<file path="src/pkg/asc_pkg.sv">
// asc_pkg: constants for the host-side controller of an asynchronous
// 32768 x 8 static memory with a shared byte bus.
// assumes a 10 MHz system clock; slower speed grade figures are used so
// that either grade of memory is met.
package asc_pkg;

   localparam int ADDR_W = 15;
   localparam int DATA_W = 8;
   localparam int MEM_DEPTH = 32768;
   localparam int CNT_W = 4;

   localparam int CLK_PERIOD_NS = 100;

   // memory timing figures in ns
   localparam int READ_CYCLE_MIN_NS = 100;
   localparam int ADDRESS_ACCESS_MAX_NS = 100;
   localparam int GATE_ACCESS_MAX_NS = 50;
   localparam int RELEASE_MAX_NS = 35;
   localparam int WRITE_PULSE_MIN_NS = 70;
   localparam int WRITE_CYCLE_MIN_NS = 100;
   localparam int ADDR_SETUP_MIN_NS = 0;
   localparam int ADDR_TO_END_MIN_NS = 80;
   localparam int SELECT_TO_END_MIN_NS = 80;
   localparam int DATA_SETUP_MIN_NS = 35;
   localparam int DATA_HOLD_MIN_NS = 0;
   localparam int POWERDOWN_RECOVERY_MIN_NS = READ_CYCLE_MIN_NS;

   function automatic int ceil_cyc(input int ns);
      int c;
      c = (ns + CLK_PERIOD_NS - 1) / CLK_PERIOD_NS;
      return (c < 1) ? 1 : c;
   endfunction

   function automatic int max2(input int a, input int b);
      return (a > b) ? a : b;
   endfunction

   // one spare cycle so that data are sampled with margin past access
   localparam int SAMPLE_MARGIN_CYC = 1;
   localparam int READ_HOLD_CYC = max2(
      max2(ceil_cyc(ADDRESS_ACCESS_MAX_NS), ceil_cyc(GATE_ACCESS_MAX_NS)),
      ceil_cyc(READ_CYCLE_MIN_NS)) + SAMPLE_MARGIN_CYC;
   localparam int TURN_CYC = ceil_cyc(RELEASE_MAX_NS);
   localparam int WRITE_PULSE_CYC = max2(ceil_cyc(WRITE_PULSE_MIN_NS),
      ceil_cyc(DATA_SETUP_MIN_NS));
   localparam int RECOVERY_CYC = ceil_cyc(POWERDOWN_RECOVERY_MIN_NS);

   localparam logic [CNT_W-1:0] READ_LOAD = CNT_W'(READ_HOLD_CYC - 1);
   localparam logic [CNT_W-1:0] TURN_LOAD = CNT_W'(TURN_CYC - 1);
   localparam logic [CNT_W-1:0] PULSE_LOAD = CNT_W'(WRITE_PULSE_CYC - 1);
   localparam logic [CNT_W-1:0] RECOV_LOAD = CNT_W'(RECOVERY_CYC - 1);

   localparam logic [ADDR_W-1:0] ADDR_RST = '0;
   localparam logic [DATA_W-1:0] DATA_RST = '0;

   typedef enum logic [3:0] {
      ASC_RECOV,
      ASC_IDLE,
      ASC_RD_WAIT,
      ASC_WR_SETUP,
      ASC_WR_PULSE,
      ASC_WR_END,
      ASC_TURN,
      ASC_PWRDN
   } asc_state_e;

endpackage

</file>
<file path="src/rtl/asc_ctrl.sv">
// asc_ctrl: host-side controller driving an asynchronous 32768 x 8
// static memory over select, write strobe, output gate and a shared bus.
// assumes user requests and memory data input are synchronous to clk.
//
// How it works
// - writing happens only while select and strobe overlap low.
// - controller never drives the bus while memory may drive it.
// - reads spaced and sampled no sooner than the access time.
// - write strobe low long enough; writes spaced by cycle time.
// - address stable before the write and well before strobe rises.
// - select held low long enough before the write ends.
// - write data set up before the ending edge and held past it.
// - address held steady through the write-ending edge.
// - memory deselected before the supply falls for power-down.
// - after power-down, stay deselected one read cycle before access.
`timescale 1ns/1ps
`default_nettype none
module asc_ctrl (
   input  wire logic                        clk,
   input  wire logic                        rst_n,
   input  wire logic                        ce,
   input  wire logic                        req_valid,
   input  wire logic                        req_write,
   input  wire logic [asc_pkg::ADDR_W-1:0]  req_addr,
   input  wire logic [asc_pkg::DATA_W-1:0]  req_wdata,
   output logic                             req_ready,
   output logic                             resp_valid,
   output logic [asc_pkg::DATA_W-1:0]       resp_rdata,
   input  wire logic                        pd_req,
   output logic                             pd_ack,
   output logic [asc_pkg::ADDR_W-1:0]       sram_addr,
   output logic                             sram_cs_n,
   output logic                             sram_we_n,
   output logic                             sram_oe_n,
   output logic [asc_pkg::DATA_W-1:0]       sram_dq_o,
   output logic                             sram_dq_oe,
   input  wire logic [asc_pkg::DATA_W-1:0]  sram_dq_i
);
   import asc_pkg::*;

   asc_state_e       state_q;
   asc_state_e       state_d;
   logic             tmr_load;
   logic [CNT_W-1:0] tmr_val;
   logic             tmr_done;
   logic             take;

   asc_timer u_timer (
      .clk      (clk),
      .rst_n    (rst_n),
      .ce       (ce),
      .load     (tmr_load),
      .load_val (tmr_val),
      .done     (tmr_done)
   );

   // no new request while power-down is wanted
   assign req_ready = (state_q == ASC_IDLE) && !pd_req;
   assign take = req_valid && req_ready;

   always_comb begin
      state_d = state_q;
      tmr_load = 1'b0;
      tmr_val = '0;
      case (state_q)
         ASC_RECOV: begin
            if (tmr_done) begin
               state_d = ASC_IDLE;
            end
         end
         ASC_IDLE: begin
            if (pd_req) begin
               state_d = ASC_PWRDN;
            end else if (take && req_write) begin
               state_d = ASC_WR_SETUP;
            end else if (take) begin
               state_d = ASC_RD_WAIT;
               tmr_load = 1'b1;
               tmr_val = READ_LOAD;
            end
         end
         ASC_RD_WAIT: begin
            if (tmr_done) begin
               state_d = ASC_TURN;
               tmr_load = 1'b1;
               tmr_val = TURN_LOAD;
            end
         end
         ASC_WR_SETUP: begin
            state_d = ASC_WR_PULSE;
            tmr_load = 1'b1;
            tmr_val = PULSE_LOAD;
         end
         ASC_WR_PULSE: begin
            if (tmr_done) begin
               state_d = ASC_WR_END;
            end
         end
         ASC_WR_END: begin
            state_d = ASC_IDLE;
         end
         ASC_TURN: begin
            if (tmr_done) begin
               state_d = ASC_IDLE;
            end
         end
         ASC_PWRDN: begin
            if (!pd_req) begin
               state_d = ASC_RECOV;
               tmr_load = 1'b1;
               tmr_val = RECOV_LOAD;
            end
         end
         default: begin
            state_d = ASC_RECOV;
         end
      endcase
   end

   // reset starts in recovery: supply may just have come up
   always_ff @(posedge clk or negedge rst_n) begin
      if (!rst_n) begin
         state_q <= ASC_RECOV;
      end else if (ce) begin
         state_q <= state_d;
      end
   end

   // select and gate: select stays high outside accesses for standby
   always_ff @(posedge clk or negedge rst_n) begin
      if (!rst_n) begin
         sram_cs_n <= 1'b1;
         sram_oe_n <= 1'b1;
      end else if (ce) begin
         case (state_d)
            ASC_RD_WAIT: begin
               sram_cs_n <= 1'b0;
               sram_oe_n <= 1'b0;
            end
            ASC_WR_SETUP, ASC_WR_PULSE: begin
               sram_cs_n <= 1'b0;
               sram_oe_n <= 1'b1;
            end
            default: begin
               sram_cs_n <= 1'b1;
               sram_oe_n <= 1'b1;
            end
         endcase
      end
   end

   // strobe falls one cycle after select, rises with select
   always_ff @(posedge clk or negedge rst_n) begin
      if (!rst_n) begin
         sram_we_n <= 1'b1;
      end else if (ce) begin
         sram_we_n <= (state_d != ASC_WR_PULSE);
      end
   end

   // address and write data latched once and held for the whole cycle
   always_ff @(posedge clk or negedge rst_n) begin
      if (!rst_n) begin
         sram_addr <= ADDR_RST;
         sram_dq_o <= DATA_RST;
      end else if (ce && take) begin
         sram_addr <= req_addr;
         sram_dq_o <= req_wdata;
      end
   end

   // drive the bus only with gate high; held through the end cycle
   always_ff @(posedge clk or negedge rst_n) begin
      if (!rst_n) begin
         sram_dq_oe <= 1'b0;
      end else if (ce) begin
         sram_dq_oe <= (state_d == ASC_WR_SETUP) ||
                       (state_d == ASC_WR_PULSE) ||
                       (state_d == ASC_WR_END);
      end
   end

   always_ff @(posedge clk or negedge rst_n) begin
      if (!rst_n) begin
         resp_valid <= 1'b0;
         resp_rdata <= DATA_RST;
      end else if (ce) begin
         resp_valid <= 1'b0;
         if (state_q == ASC_RD_WAIT && tmr_done) begin
            resp_valid <= 1'b1;
            resp_rdata <= sram_dq_i;
         end else if (state_q == ASC_WR_END) begin
            resp_valid <= 1'b1;
         end
      end
   end

   always_ff @(posedge clk or negedge rst_n) begin
      if (!rst_n) begin
         pd_ack <= 1'b0;
      end else if (ce) begin
         pd_ack <= (state_d == ASC_PWRDN);
      end
   end
endmodule
`default_nettype wire

</file>
<file path="src/rtl/asc_timer.sv">
// asc_timer: small down counter timing the memory cycle phases.
// assumes load and ce come from the controller's clock domain.
`timescale 1ns/1ps
`default_nettype none
module asc_timer (
   input  wire logic                   clk,
   input  wire logic                   rst_n,
   input  wire logic                   ce,
   input  wire logic                   load,
   input  wire logic [asc_pkg::CNT_W-1:0] load_val,
   output logic                        done
);
   import asc_pkg::*;

   logic [CNT_W-1:0] cnt_q;

   always_ff @(posedge clk or negedge rst_n) begin
      if (!rst_n) begin
         cnt_q <= '0;
      end else if (ce) begin
         if (load) begin
            cnt_q <= load_val;
         end else if (cnt_q != '0) begin
            cnt_q <= cnt_q - CNT_W'(1);
         end
      end
   end

   assign done = (cnt_q == '0);
endmodule
`default_nettype wire

</file>
<file path="config.mk">
export PLATFORM = sky130hd
export DESIGN_NAME = asc_ctrl
export DESIGN_NICKNAME = d
export VERILOG_FILES = /design/src/pkg/asc_pkg.sv /design/src/rtl/asc_ctrl.sv /design/src/rtl/asc_timer.sv
export SDC_FILE = /design/constraint.sdc
export NUM_CORES = 1
export LEC_CHECK = 0
export ABC_AREA = 1
export BUFFER_PORTS_ARGS = -buffer_cell sky130_fd_sc_hd__buf_2
export CAP_MARGIN = 20
export CORE_MARGIN = 2
export CORE_UTILIZATION = 40
export DETAILED_ROUTE_END_ITERATION = 10
export PLACE_DENSITY = 0.67
export SLEW_MARGIN = 10
export SYNTH_ARGS = -nofsm -noshare
export SYNTH_HDL_FRONTEND = slang
export SYNTH_SLANG_ARGS = --single-unit
</file>
<file path="constraint.sdc">
create_clock -name clk -period 3.1 [get_ports clk]
set_clock_uncertainty 0.2 [all_clocks]
set_input_delay 0.31 -clock clk [delete_from_list [all_inputs] [get_ports clk]]
set_output_delay 0.31 -clock clk [all_outputs]
set_load 0.02 [all_outputs]
</file>
-- Word level (Yosys, flattened, before mapping)
Cells that the tools add are included.
- reduce and logical (&&, ||, !) cells: 16
- $add $sub $neg: 1
- multiplexer cells: 24
- equal/unequal tests: 13
- operators by type and width (cell ; number):
    4-bit two-way mux ; 9
    4-bit by 3-bit == test with 1-bit output, second input constant ; 7
    4-bit case mux with 7 select lines ; 1
    4-bit by 2-bit == test with 1-bit output, second input constant ; 4
    1-bit two-way mux ; 13
    4-bit logical NOT ; 2
    1-bit logical AND ; 5
    4-bit by 1-bit == test with 1-bit output, second input constant ; 1
    4-bit by 3-bit inequality test with 1-bit output, second input constant ; 1
    1-bit case mux with 4 select lines ; 1
    2-bit AND reduction ; 2
    4-bit nonzero test ; 1
    4-bit by 1-bit subtractor with 4-bit output, second input constant ; 1
    3-bit OR reduction ; 1
    1-bit logical OR ; 2
    2-bit nonzero test ; 1
    2-bit OR reduction ; 1
    1-bit logical NOT ; 1
- input port bits: 37
- register bits: 45
- output and inout bits: 38
- word-level logic and storage cells: 65

-- Logic depth before layout (Yosys ltp)
- depth in word-level cells: 10
- gate-level depth with buffers: 12
- gate-level depth less buffers: 12

-- Modules after synthesis
Synthesis repeated with hierarchy kept, for this count alone.
- cell total of the unflattened synthesis: 201
- area total of the unflattened synthesis: 2137.0 µm²
- by module, submodules not included (module ; times used ; area an instance (µm²) ; cells an instance ; sequential area each (µm²)):
    asc_ctrl ; 1 ; 1868.0 ; 160 ; 1029.7
    asc_timer ; 1 ; 269.0 ; 41 ; 100.1

-- Least setup slack after synthesis
No wires, ideal clock.
- path kind: reg2reg
- start point: register state_q[1]
- end point: register sram_addr[0] (netlist bit)
- library setup time: 0.125 ns
- clock period less this slack: 1.844 ns
- setup slack: 1.256 ns
- cell stages (with the launch flop): 7
- buffers on the path: 1
- data required time: 2.775 ns
- data arrival time: 1.519 ns
- cell sequence: dfrtp_1 inv_2 nand2_4 nor3_4 nand3_4 buf_6 mux2_4
- longest elaborated chain between the ends: 4
- RTL lines (item ; line ; text):
    start, declared ; asc_ctrl.sv:41 ; asc_state_e state_q;
    start signal, assigned ; asc_ctrl.sv:125 ; state_q <= state_d;
    4-bit by 1-bit == test with 1-bit output ; asc_ctrl.sv:58 ; assign req_ready = (state_q == ASC_IDLE) && !pd_req;
    1-bit logical AND ; asc_ctrl.sv:58 ;
    via req_ready ; asc_ctrl.sv:26 ; output logic req_ready,
    1-bit logical AND ; asc_ctrl.sv:59 ; assign take = req_valid && req_ready;
    1-bit logical AND ; asc_ctrl.sv:166 ; end else if (ce && take) begin
    end signal, assigned ; asc_ctrl.sv:167 ; sram_addr <= req_addr;
    end, declared ; asc_ctrl.sv:31 ; output logic [asc_pkg::ADDR_W-1:0] sram_addr,
The timed path passes the listed nets, and every way through them passes these cells.
A chain may end at the register's enable or synchronous reset.

-- Worst setup path after layout
- start point: register state_q[1]
- end point: register sram_dq_o[7] (netlist bit)
- longest elaborated chain between the ends: 4
- RTL lines (item ; line ; text):
    4-bit by 1-bit == test with 1-bit output ; asc_ctrl.sv:58 ;
    1-bit logical AND ; asc_ctrl.sv:58 ;
    1-bit logical AND ; asc_ctrl.sv:59 ;
    1-bit logical AND ; asc_ctrl.sv:166 ;
    end signal, assigned ; asc_ctrl.sv:168 ; sram_dq_o <= req_wdata;
    end, declared ; asc_ctrl.sv:35 ; output logic [asc_pkg::DATA_W-1:0] sram_dq_o,
Every way passes these cells.

==> impl_metrics.tcl <==
set metrics [dict create \
    outcome "completed" \
    antenna_found_initial 0 \
    start_util 0.423 \
    dp_hpwl_um 3160 \
    peakVddDrop_uv 442 \
    layout_commonest_cell "buf_2" \
    worst_setup_path_start_kind "flip-flop" \
    placementRows 25 \
    tns_ns 0 \
    instances_no_fill 343 \
    core_mm2 0.00482 \
    cts_resized 0 \
    synth_xor_area_frac 0.00859 \
    insertion_delay_ns 0.30 \
    finalSetupViolCount 0 \
    detail-route-antenna-nets 0 \
    clkTransAtPathRegs_ns 0.08 \
    worstPathArrival_ns 2.00 \
    synth_top_family_by_area "simple AND/OR/NAND/NOR gates" \
    synth_fa_ha_area_frac 0.00613 \
    synth_compound_area_frac 0.0472 \
    grt_usage 0.162 \
    cp_cell_sequence "inv_2 > nand2_4 > nor3_4 > nand3_4 > mux2_4" \
    worst_slack_ns 1.09 \
    combPwrFrac 0.442 \
    cts_tree "done" \
    syn_nets 228 \
    synth_simple_gate_area_share 0.180 \
    mappedNetlistArea_mm2 0.00204 \
    netlist_instances 190 \
    fin_crit_sh 0.649 \
    final_cell_mix "74 x buf_2, 54 x nand2_1, 42 x dfrtp_1" \
    dieWidth_um 75.4 \
    drtIter0Drc 88 \
    worst_ep_required_time_ns 3.09 \
    tightest_slew_ns 0.961 \
    synth_mux_area_frac 0.164 \
    synth_cell_type_count 27 \
    grt_max_degree 46 \
    clkSinkCount 45 \
    dr.pass1.iters 4 \
    crit_slowest_cell "dfrtp_1" \
    dp.cells 328 \
    grt_pass1_vias 1541 \
    syn_area_per_cell_um2 10.7 \
    drc 0 \
    cp_num_buf_inv 1 \
    antenna_cells 0 \
    drv_slew 0 \
    die_area_mm2 0.00569 \
    regToRegSetupSlack_ns 1.09 \
    fin_nets 313 \
    powerDensity_mw_per_mm2 959 \
    vias_per_cell 4.72 \
    area_growth_pct 29.6 \
    pin_count 75 \
    drv_cap 0 \
    drive_above_1_share 0.406 \
    numCtsBuffers 5 \
    grt-ovfl-total 0 \
    via_count 1618 \
    hold_class "input port to flip-flop" \
    end_kind "flip-flop" \
    io_buffers 74 \
    h-tree-depth 2 \
    p_leak_nw 1.49 \
    die_y_um 75.4 \
    clkPwrFrac 0.161 \
    min_period_ns 2.01 \
    grt_pass1_wl_um 6900 \
    clockRootBuffer "clkbuf_8" \
    seq_area_frac_synth 0.554 \
    clock.fmax_ghz 0.497 \
    rsz0062_at_grt "no" \
    critPathKind "flip-flop to flip-flop" \
    p_int_w 0.00153 \
    p_seq_frac 0.396 \
    wl_per_cell_um 12.7 \
    path_max_fanout 23 \
    ys_warn_count 0 \
    final-hold-violation-count 0 \
    max_slew_margin 0.359 \
    critical_path.max_stage_delay_ns 0.46 \
    ys_seq_elements 45 \
    clk_path_buf_depth 2 \
    switchingPower_w 0.00100 \
    preCtsSetupSlack_ns 1.08 \
    crit_family "simple AND/OR/NAND/NOR gates" \
    wl_um 4340 \
    gp_congestion 0.791 \
    p_sw_frac 0.396 \
]
==> final timing paths <==
check	startpoint	endpoint	cells past startpoint
min in group asynchronous	rst_n	sram_addr[13]	2
min reg2reg	sram_cs_n	sram_cs_n	2
max in group asynchronous	rst_n	u_timer.cnt_q[2]	2
max	state_q[1]	sram_dq_o[7]	5
max reg2reg	state_q[1]	sram_dq_o[7]	5
min	sram_dq_i[1]	resp_rdata[1]	3
==> synth_stat cells, drive strengths merged <==
| master | n | area share |
|---|---|---|
| nand4 | 2 | 0.0061 |
| dfrtp | 42 | 0.52 |
| inv | 14 | 0.026 |
| o211ai | 1 | 0.0037 |
| nor3 | 3 | 0.013 |
| dfstp | 3 | 0.039 |
| o21bai | 1 | 0.0037 |
| a31oi | 1 | 0.0031 |
| nand2 | 55 | 0.10 |
| clkinv | 1 | 0.0018 |
| nand3 | 7 | 0.023 |
| xnor2 | 1 | 0.0043 |
| nor2 | 16 | 0.029 |
| mux2 | 23 | 0.16 |
| a211oi | 2 | 0.0074 |
| xor2 | 1 | 0.0043 |
| o21ai | 10 | 0.025 |
| a21oi | 2 | 0.0049 |
| buf | 2 | 0.011 |
| clkbuf | 1 | 0.0018 |
| ha | 1 | 0.0061 |
| nor4 | 1 | 0.0031 |
==> what timing repair did <==
action | CTS | global route
hold endpoints to repair | 18 | 0
hold buffers | 7 | 0
endpoints found under the setup margin | 0 | 0
buffers inserted | 0 | 0
==> final cells by class <==
type | instances | area, um^2
clock buffers | 7 | 96.3
clock inverters | 1 | 8.76
fillers | 461 | 2170
inverters | 15 | 56.3
multi-input cells | 127 | 827
flip-flops and latches | 45 | 1130
well taps | 67 | 83.8
repair buffers | 81 | 440
==> per-stage QoR <==
stage	total power (W)	hold WS (ns)	utilization	cell area (um^2)
detailed placement	0.00213	0.262	0.512	2470
global placement	0.00211	0.262	0.512	2470
finish	0.00253	0.00680	0.549	2640
global route	0.00272	0.0121	0.549	2640
floorplan	0.00177	-0.186	-	2040
CTS	0.00256	0.000600	0.549	2640
==> power groups by stage <==
stage          sequential (W)  combinational [W]  clock (W)
4_1_cts               0.00101            0.00113   0.000417
5_1_grt               0.00104            0.00124   0.000446
2_1_floorplan         0.00125           0.000520          0
6_report              0.00100            0.00112   0.000408
3_3_place_gp          0.00101            0.00110          0
3_5_place_dp          0.00101            0.00112          0
==> state kept, by name, indices dropped and copies added (netlist names) <==
name,count
u_timer.cnt_q,4
pd_ack,1
state_q,4
resp_valid,1
sram_cs_n,1
sram_oe_n,1
resp_rdata,8
sram_dq_oe,1
sram_dq_o,8
sram_we_n,1
sram_addr,15
==> worst register-to-register path, stage by stage, from the launching register on <==
cell	delay [ns]
dfrtp_1	0.46
inv_2	0.12
nand2_4	0.07
nor3_4	0.23
nand3_4	0.38
mux2_4	0.44
==> logic make-up after synthesis <==
logic type	count (synthesis)
DFF	45
buffers and inverters	18
muxes	23
adders and majority gates	1
and+or+nand+nor	84
xor gates and xnor gates	2
AOI/OAI and AO/OA	17
==> per-layer routing <==
layer	vias up	global-route usage	part of all wire
met2	57	0.267	0.49
li1	796	-	-
met3	6	0.0437	0.050
met5	-	0	0
met1	759	0.207	0.44
met4	0	0.0585	0.014
Note: power is estimated with default switching activity, not from simulation.
